## src/phy_mode_special_pkg.sv

```systemverilog
/*
 * constants for the per-phy mode control/status and special setup registers
 * assumes a 125 MHz system clock and a 5-bit management register index
 */
// Overview of operation
// - energy-detect sleep only while control bit 13 is set; resets to zero
// - control bit 6 picks primary (0) or alternate (1) interrupt scheme; resets zero
// - energy flag drops after 256 ms without energy, 1500 ms with autonegotiation
// - energy flag set by hardware reset; soft reset sets it when autonegotiation is on or the fiber strap is low (copper)
// - fiber bit default comes from each phy's own fiber strap
// - setting 000 is 10 Mb/s half, 001 is 10 Mb/s full, no autonegotiation
// - 010 is 100 half carrier on tx and rx; 011 is 100 full carrier rx
// - operating setting bits 7:5 default 100b copper, 011b fiber
// - address bits 4:0 select management address and seed the scrambler
// - soft reset keeps kept fields; device phy reset restores their defaults
// - 100 advertises 100 full with autoneg, 110 power down, 111 all, 101 reserved
package phy_mode_special_pkg;

    localparam int unsigned CLK_KHZ           = 125000;
    localparam int unsigned QUIET_MS          = 256;
    localparam int unsigned QUIET_AN_MS       = 1500;
    localparam int unsigned QUIET_CYCLES      = QUIET_MS * CLK_KHZ;
    localparam int unsigned QUIET_AN_CYCLES   = QUIET_AN_MS * CLK_KHZ;

    localparam logic [4:0]  POWER_IRQ_INDEX   = 5'h11;
    localparam logic [4:0]  SPECIAL_INDEX     = 5'h12;

    localparam int unsigned SLEEP_EN_BIT      = 13;
    localparam int unsigned ALT_IRQ_BIT       = 6;
    localparam int unsigned ENERGY_BIT        = 1;
    localparam int unsigned FIBER_BIT         = 10;
    localparam int unsigned SETTING_LSB       = 5;
    localparam int unsigned ADDRESS_LSB       = 0;

    localparam logic        SLEEP_EN_RESET    = 1'b0;
    localparam logic        ALT_IRQ_RESET     = 1'b0;
    localparam logic        ENERGY_RESET      = 1'b1;

    typedef enum logic [2:0]
    {
        SET_10_HALF   = 3'h0,
        SET_10_FULL   = 3'h1,
        SET_100_HALF  = 3'h2,
        SET_100_FULL  = 3'h3,
        SET_AN_100    = 3'h4,
        SET_RESERVED  = 3'h5,
        SET_POWERDOWN = 3'h6,
        SET_AN_ALL    = 3'h7
    } op_setting_type;

    localparam op_setting_type SETTING_COPPER_RESET = SET_AN_100;
    localparam op_setting_type SETTING_FIBER_RESET  = SET_100_FULL;

endpackage : phy_mode_special_pkg

```

## src/phy_mode_special_regs.sv

```systemverilog
/*
 * mode control/status and special setup registers for two integrated phys
 * assumes the management frame decoder delivers one-cycle read/write strobes
 * with a phy select and register index, and reset requests as pulses
 */
`timescale 1ns/1ps
`default_nettype none

module phy_mode_special_regs
#(
    parameter int unsigned QUIET_LIMIT    = phy_mode_special_pkg::QUIET_CYCLES,
    parameter int unsigned QUIET_AN_LIMIT = phy_mode_special_pkg::QUIET_AN_CYCLES
)
(
    input  wire logic        clk_sys,
    input  wire logic        srst,
    input  wire logic        device_reset_control,
    input  wire logic [1:0]  phy_soft_reset_bit,
    input  wire logic        fiber_strap_first,
    input  wire logic        fiber_strap_second,
    input  wire logic [4:0]  address_strap_first,
    input  wire logic [4:0]  address_strap_second,
    input  wire logic [1:0]  line_energy_seen,
    input  wire logic        mgmt_phy_sel,
    input  wire logic [4:0]  mgmt_index,
    input  wire logic        mgmt_write,
    input  wire logic        mgmt_read,
    input  wire logic [15:0] mgmt_wdata,
    output logic      [15:0] mgmt_rdata,
    output logic      [1:0]  energy_detect_sleep,
    output logic      [1:0]  alternate_irq_select,
    output logic      [1:0]  line_energy_present,
    output logic      [1:0]  fiber_operation,
    output logic      [1:0]  speed_100,
    output logic      [1:0]  full_duplex,
    output logic      [1:0]  autoneg_enable,
    output logic      [1:0]  advertise_all,
    output logic      [1:0]  phy_power_down,
    output logic      [1:0]  carrier_on_transmit,
    output logic [1:0][4:0]  phy_station_address
);
    import phy_mode_special_pkg::*;

    ////////////////////////////////////////////////////////////////////////
    // per-phy register state

    logic      [1:0]       sleep_en_q,  sleep_en_d;
    logic      [1:0]       alt_irq_q,   alt_irq_d;
    logic      [1:0]       energy_q,    energy_d;
    logic      [1:0]       fiber_q,     fiber_d;
    logic [1:0][2:0]       setting_q,   setting_d;
    logic [1:0][4:0]       address_q,   address_d;
    logic [1:0][27:0]      quiet_q,     quiet_d;
    logic      [15:0]      rdata_d;
    logic      [1:0]       strap_fiber;
    logic [1:0][4:0]       strap_addr;
    logic      [1:0]       an_on;
    logic                  phy_reset;
    // write strobes decoded per phy
    logic      [1:0]       write_power;
    logic      [1:0]       write_special;

    assign strap_fiber = {fiber_strap_second, fiber_strap_first};
    assign strap_addr  = {address_strap_second, address_strap_first};

    ////////////////////////////////////////////////////////////////////////
    // shared decode of strobes, resets and the autonegotiation state

    // hardware reset and the device phy reset act alike on every field,
    // the kept ones included; only the read data register tells them apart
    assign phy_reset = srst || device_reset_control;

    always_comb
    begin
        write_power   = '0;
        write_special = '0;
        an_on         = '0;
        for (int p = 0; p < 2; p++)
        begin
            write_power[p]   = mgmt_write
                            && (mgmt_phy_sel == p[0])
                            && (mgmt_index == POWER_IRQ_INDEX);
            write_special[p] = mgmt_write
                            && (mgmt_phy_sel == p[0])
                            && (mgmt_index == SPECIAL_INDEX);
            // only settings 100 and 111 run autonegotiation
            an_on[p]         = (setting_q[p] == SET_AN_100)
                            || (setting_q[p] == SET_AN_ALL);
        end
    end

    ////////////////////////////////////////////////////////////////////////
    // power and interrupt control bits

    always_comb
    begin
        sleep_en_d = sleep_en_q;
        alt_irq_d  = alt_irq_q;
        for (int p = 0; p < 2; p++)
        begin
            if (write_power[p])
            begin
                sleep_en_d[p] = mgmt_wdata[SLEEP_EN_BIT];
                alt_irq_d[p]  = mgmt_wdata[ALT_IRQ_BIT];
            end
            // a reset beats a write in the same cycle to any bit that it resets
            if (phy_reset)
            begin
                sleep_en_d[p] = SLEEP_EN_RESET;
                alt_irq_d[p]  = ALT_IRQ_RESET;
            end
            else if (phy_soft_reset_bit[p])
            begin
                // sleep enable is not kept, the interrupt scheme is
                sleep_en_d[p] = SLEEP_EN_RESET;
            end
        end
    end

    always_ff @(posedge clk_sys)
    begin
        sleep_en_q <= sleep_en_d;
        alt_irq_q  <= alt_irq_d;
    end

    ////////////////////////////////////////////////////////////////////////
    // line energy flag and its quiet timer

    // the timer holds one below its limit instead of wrapping; 28 bits cover the
    // longer interval at 125 MHz, so larger limits need a wider timer
    always_comb
    begin
        energy_d = energy_q;
        quiet_d  = quiet_q;
        for (int p = 0; p < 2; p++)
        begin
            // any energy this cycle sets the flag and restarts the count
            if (line_energy_seen[p])
            begin
                energy_d[p] = 1'b1;
                quiet_d[p]  = '0;
            end
            else if (an_on[p] ? (quiet_q[p] >= 28'(QUIET_AN_LIMIT - 1))
                              : (quiet_q[p] >= 28'(QUIET_LIMIT - 1)))
            begin
                energy_d[p] = 1'b0;
            end
            else
            begin
                quiet_d[p] = quiet_q[p] + 28'h0000001;
            end
            if (phy_reset)
            begin
                energy_d[p] = ENERGY_RESET;
                quiet_d[p]  = '0;
            end
            else if (phy_soft_reset_bit[p])
            begin
                // a copper strap or autonegotiation left on sets the energy flag again on soft reset
                quiet_d[p] = '0;
                if (an_on[p] || !strap_fiber[p])
                begin
                    energy_d[p] = ENERGY_RESET;
                end
            end
        end
    end

    always_ff @(posedge clk_sys)
    begin
        energy_q <= energy_d;
        quiet_q  <= quiet_d;
    end

    ////////////////////////////////////////////////////////////////////////
    // special setup fields: fiber flag, operating setting, station address

    always_comb
    begin
        fiber_d   = fiber_q;
        setting_d = setting_q;
        address_d = address_q;
        for (int p = 0; p < 2; p++)
        begin
            if (write_special[p])
            begin
                // fiber bit is strap-owned, its write data is dropped
                setting_d[p] = mgmt_wdata[SETTING_LSB +: 3];
                address_d[p] = mgmt_wdata[ADDRESS_LSB +: 5];
            end
            // a soft reset leaves all three fields alone
            if (phy_reset)
            begin
                fiber_d[p]   = strap_fiber[p];
                setting_d[p] = strap_fiber[p] ? SETTING_FIBER_RESET
                                              : SETTING_COPPER_RESET;
                address_d[p] = strap_addr[p];
            end
        end
    end

    always_ff @(posedge clk_sys)
    begin
        fiber_q   <= fiber_d;
        setting_q <= setting_d;
        address_q <= address_d;
    end

    ////////////////////////////////////////////////////////////////////////
    // read data, held until the next read

    always_comb
    begin
        rdata_d = mgmt_rdata;
        if (mgmt_read)
        begin
            rdata_d = 16'h0000;
            // one read register serves both phys; the select picks the source
            unique case (mgmt_index)
                POWER_IRQ_INDEX:
                begin
                    rdata_d[SLEEP_EN_BIT] = sleep_en_q[mgmt_phy_sel];
                    rdata_d[ALT_IRQ_BIT]  = alt_irq_q[mgmt_phy_sel];
                    rdata_d[ENERGY_BIT]   = energy_q[mgmt_phy_sel];
                end
                SPECIAL_INDEX:
                begin
                    rdata_d[FIBER_BIT]        = fiber_q[mgmt_phy_sel];
                    rdata_d[SETTING_LSB +: 3] = setting_q[mgmt_phy_sel];
                    rdata_d[ADDRESS_LSB +: 5] = address_q[mgmt_phy_sel];
                end
                default:
                begin
                    // unmapped indexes read as zero
                    rdata_d = 16'h0000;
                end
            endcase
        end
        // only the hardware reset clears the last read word
        if (srst)
        begin
            rdata_d = 16'h0000;
        end
    end

    always_ff @(posedge clk_sys)
    begin
        mgmt_rdata <= rdata_d;
    end

    ////////////////////////////////////////////////////////////////////////
    // decoded operating controls

    always_comb
    begin
        for (int p = 0; p < 2; p++)
        begin
            energy_detect_sleep[p]  = sleep_en_q[p] && !energy_q[p];
            alternate_irq_select[p] = alt_irq_q[p];
            line_energy_present[p]  = energy_q[p];
            fiber_operation[p]      = fiber_q[p];
            phy_station_address[p]  = address_q[p];
            speed_100[p]            = 1'b0;
            full_duplex[p]          = 1'b0;
            autoneg_enable[p]       = 1'b0;
            advertise_all[p]        = 1'b0;
            phy_power_down[p]       = 1'b0;
            carrier_on_transmit[p]  = 1'b0;
            // every control starts low, so the reserved setting 101
            // decodes like 000, 10 Mb/s half, instead of holding a stale mode
            unique case (op_setting_type'(setting_q[p]))
                SET_10_HALF:   ;
                SET_10_FULL:   full_duplex[p] = 1'b1;
                SET_100_HALF:
                begin
                    speed_100[p]           = 1'b1;
                    carrier_on_transmit[p] = 1'b1;
                end
                SET_100_FULL:
                begin
                    speed_100[p]   = 1'b1;
                    full_duplex[p] = 1'b1;
                end
                SET_AN_100:
                begin
                    speed_100[p]      = 1'b1;
                    full_duplex[p]    = 1'b1;
                    autoneg_enable[p] = 1'b1;
                end
                SET_RESERVED:  ;
                SET_POWERDOWN: phy_power_down[p] = 1'b1;
                SET_AN_ALL:
                begin
                    autoneg_enable[p] = 1'b1;
                    advertise_all[p]  = 1'b1;
                end
            endcase
        end
    end

endmodule : phy_mode_special_regs

`default_nettype wire

```

## config.mk

```make
export PLATFORM = sky130hd
export DESIGN_NAME = phy_mode_special_regs
export DESIGN_NICKNAME = d
export VERILOG_FILES = /design/src/phy_mode_special_pkg.sv /design/src/phy_mode_special_regs.sv
export SDC_FILE = /design/constraint.sdc
export NUM_CORES = 1
export LEC_CHECK = 0
export ABC_AREA = 1
export BUFFER_PORTS_ARGS = -buffer_cell sky130_fd_sc_hd__clkbuf_2
export CORE_ASPECT_RATIO = 1.25
export CORE_MARGIN = 2
export CORE_UTILIZATION = 52
export DETAILED_ROUTE_END_ITERATION = 8
export GPL_TIMING_DRIVEN = 0
export PLACE_DENSITY_LB_ADDON = 0.1
export SYNTH_ARGS = -nofsm -noshare
export SYNTH_HDL_FRONTEND = slang
export SYNTH_SLANG_ARGS = --single-unit
```

## constraint.sdc

```tcl
create_clock -name clk_sys -period 1.9 [get_ports clk_sys]
set_clock_uncertainty 0.05 [all_clocks]
set_input_delay 0.19 -clock clk_sys [delete_from_list [all_inputs] [get_ports clk_sys]]
set_output_delay 0.19 -clock clk_sys [all_outputs]
set_load 0.02 [all_outputs]
```

==> results.py <==
metrics = {
    "outcome": {
        "run_status": "complete, no violations",
    },
    "yosys": {
        "seq_area_frac_synth_pct": 33.9,
        "post-synth-top-count-cell": "nand2_1",
        "postSynthAreaPerCell_um2": 6.58,
        "syn_inst": 889,
        "fraction_of_registers_with_async_set_reset_pct": 0,
        "yosys.area.top_type_share_pct": 24.6,
        "synth.yosys.warnings": 0,
        "synth_enable_flop_cells": 18,
        "yosys_register_bits": 90,
        "synth_area_leader_cell": "dfxtp_1",
        "yosysUniqueCellTypes": 40,
        "synth.area.top_cells": "dfxtp_1 (25%), nand2_1 (16%), edfxtp_1 (9.2%)",
        "synth.cells.most_frequent": "nand2_1 (252), nor2_1 (117), nand3_1 (90), inv_1 (76), dfxtp_1 (72)",
        "synthFlopType": "dfxtp_1",
        "synth.cell_area_mm2": 0.00585,
    },
    "finish": {
        "multiInputGateArea_mm2": 0.00341,
        "insertedDiodeCount": 0,
        "finalNetCount": 1042,
        "drive_above_1_share_pct": 21.3,
        "final_design_area_no_fill_mm2": 0.00701,
        "sequential_cell_area_mm2": 0.00200,
        "fillerInstances": 1067,
        "area_growth_syn_to_layout_pct": 19.8,
    },
    "sta": {
        "layout_setup_ws_ns": 0.0975,
        "fin_hold_ws_ns": 0.0626,
        "fin_crit_ns": 1.80,
        "relSlewSlack_pct": 43.9,
        "timing_max_transition_violations_final": 0,
        "final.period_utilization_pct": 94.9,
        "clock.fmax_mhz": 555,
        "unrepaired_setup_endpoints_after_global_routing": "true",
        "report.final.hold_viol_count": 0,
        "timing_worst_slew_pin_value_ns": 0.836,
        "setup-violations-final": 0,
    },
    "grt": {
        "number_of_global_route_vias_before_repair": 5415,
        "globalRoute.totalOverflow": 0,
        "wire_length_of_the_first_global_routing_pass_um": 25200,
        "grt_util_all_layers_pct": 26.1,
        "largest_net_degree_at_the_start_of_global_routing": 16,
        "grt_antenna_before_repair": 0,
    },
    "clocking": {
        "cts.sink_count": 90,
        "clk_root_buffer_cell": "clkbuf_16",
        "cts_max_path_buffers": 2,
        "cts_tree": "done",
        "htree_num_levels": 3,
        "clk_pin_slew_worst_paths_ns": 0.07,
        "tritoncts.num_buffers": 9,
        "clock_latency_ns": 0.34,
    },
    "routing": {
        "firstDrtPassIters": 5,
        "drc_errors": 0,
        "wirelength_um": 16000,
        "route.detailed.wl_per_inst_um": 14.1,
        "ant_nets": 0,
        "route.vias.total": 5925,
        "route.detailed.vias_per_inst": 5.22,
        "first_iter_violations": 274,
    },
    "placed_design": {
        "portBuffers": 73,
        "place_ws_ns": -0.478,
        "place_hpwl_um": 12100,
        "dpl_cell_area_mm2": 0.00641,
        "gpl.final_weighted_congestion": 0.942,
    },
    "setup_path": {
        "worstSetupStartpointType": "flip-flop",
        "cpMostUsedCell": "nand2_4",
        "cp_data_required_time_ns": 2.06,
        "worst_path_largest_cell_delay_ns": 0.37,
        "reg2regPathDepth": 11,
        "cpMaxStageDelayCell": "dfxtp_4",
        "cp_cell_sequence": "ha_4, inv_2, nor2_4, nand2_4, o21ai_2, nand2_2, nand2_4, nand2_4, buf_6, nand2_1, a21oi_1",
        "critPathMaxFanout": 10,
        "timing.critical_path.to_type": "flip-flop",
        "path_class": "flip-flop to flip-flop",
        "critPathArrivalTime_ns": 1.97,
    },
    "pwr": {
        "power_dens_cells_mw_per_mm2": 651,
        "vdd.ir_drop.worst_mv": 0.429,
        "power.leakage_nw": 2.77,
    },
    "floorplan": {
        "row_count": 43,
        "chipWidth_um": 98.9,
        "die_height_um": 123,
        "design.core.area_mm2": 0.0110,
        "io_pins": 89,
        "initial_utilization_pct": 53.1,
        "design.die.area_mm2": 0.0121,
    },
    "hold_path": {
        "worstHoldPathType": "primary input to flip-flop",
        "number_of_cells_on_the_worst_hold_path": 3,
    },
    "flow_run": {
        "cap_violations": 0,
    },
}
-- path summary, 6_finish.rpt --
path	slack [ns]	to	start
setup reg to reg	0.1	quiet_q[26]	quiet_q[1]
setup / recovery	0.1	quiet_q[26]	quiet_q[1]
hold reg to reg	0.45	quiet_q[48]	quiet_q[48]
hold / removal	0.06	sleep_en_q[0]	mgmt_wdata[13]
-- layout by cell type, fill, tap and decap left out, drive strengths merged, types with 3 or more instances in the layout --
cell,instances
buf,45
o211ai,7
clkinv,3
nand3,94
inv,81
or2,6
xor2,30
nand2,262
o21ai,26
nand4,9
nor3,22
xnor2,3
nor2,125
edfxtp,18
nand3b,7
mux2i,3
conb,6
dfxtp,72
a21oi,73
clkbuf,96
-- through the flow --
step           std cells  power [mW]  setup TNS, ns  utilization, %
6_report            1136        4.56              0            63.6
5_1_grt             1136        4.74         -0.210            63.6
4_1_cts             1122        4.49              0            61.4
3_5_place_dp        1102        2.83         -18.90            58.1
3_3_place_gp        1102        2.83         -19.17            58.1
2_1_floorplan        894        2.60              0               -
-- critical path, delay by kind of cell, from the launching register on --
kind	cells	cell delay [ns]
AO/OA/AOI/OAI	2	0.19
AND/OR/NAND/NOR	6	0.68
flip-flops	1	0.37
adder cells (fa/ha/maj)	1	0.17
buffers and inverters	2	0.21
-- repair_timing --
item                                    CTS  global route
pin swaps                                 2             9
hold endpoints to repair                  2             0
endpoints found under the setup margin   74            55
resized for setup                        14            42
buffers inserted                          3            13
gates cloned                              0             1
hold buffers                              2             0
-- layout make-up --
cell class              instances  share of cell area [%]
multi-input cells             683                    48.7
clock buffers                  10                    3.27
flip-flops and latches         90                    28.6
repair buffers                 91                    7.39
well taps                     135                    2.41
inverters                      80                    4.28
clock inverters                 5                   0.553
plain buffers                  42                    4.84
-- kinds of logic (layout without fill, tap and decap cells) --
kind of cell | count (synthesis) | after routing | share of synthesized area [%]
and+or+nand+nor | 526 | 527 | 39.0
buffers and inverters | 122 | 228 | 10.4
AOI/OAI and AO/OA | 112 | 112 | 10.8
DFF | 90 | 90 | 33.9
xor gates and xnor gates | 33 | 33 | 4.94
muxes | 3 | 3 | 0.513
adders and majority gates | 2 | 2 | 0.427
other | 1 | 6 | 0.0641
-- state kept, by name (all words and copies together) (netlist names) --
signal,count
alternate_irq_select,2
fiber_operation,2
line_energy_present,2
mgmt_rdata,10
phy_station_address,10
quiet_q,56
setting_q,6
sleep_en_q,2
-- metal layers --
metal | track usage, % | routed length (um)
met3 | 3.53 | 494
met5 | 0 | 0
met2 | 47.7 | 8320
met4 | 12.7 | 640
met1 | 29.8 | 6530
-- where the power goes --
| part | internal (mW) | leakage, nW | total, mW | switching [mW] |
|---|---|---|---|---|
| combinational | 0.328 | 1.87 | 0.843 | 0.515 |
| clock | 0.890 | 0.129 | 1.67 | 0.776 |
| sequential | 2.01 | 0.773 | 2.05 | 0.0441 |
(Power assumes the default switching activity.)
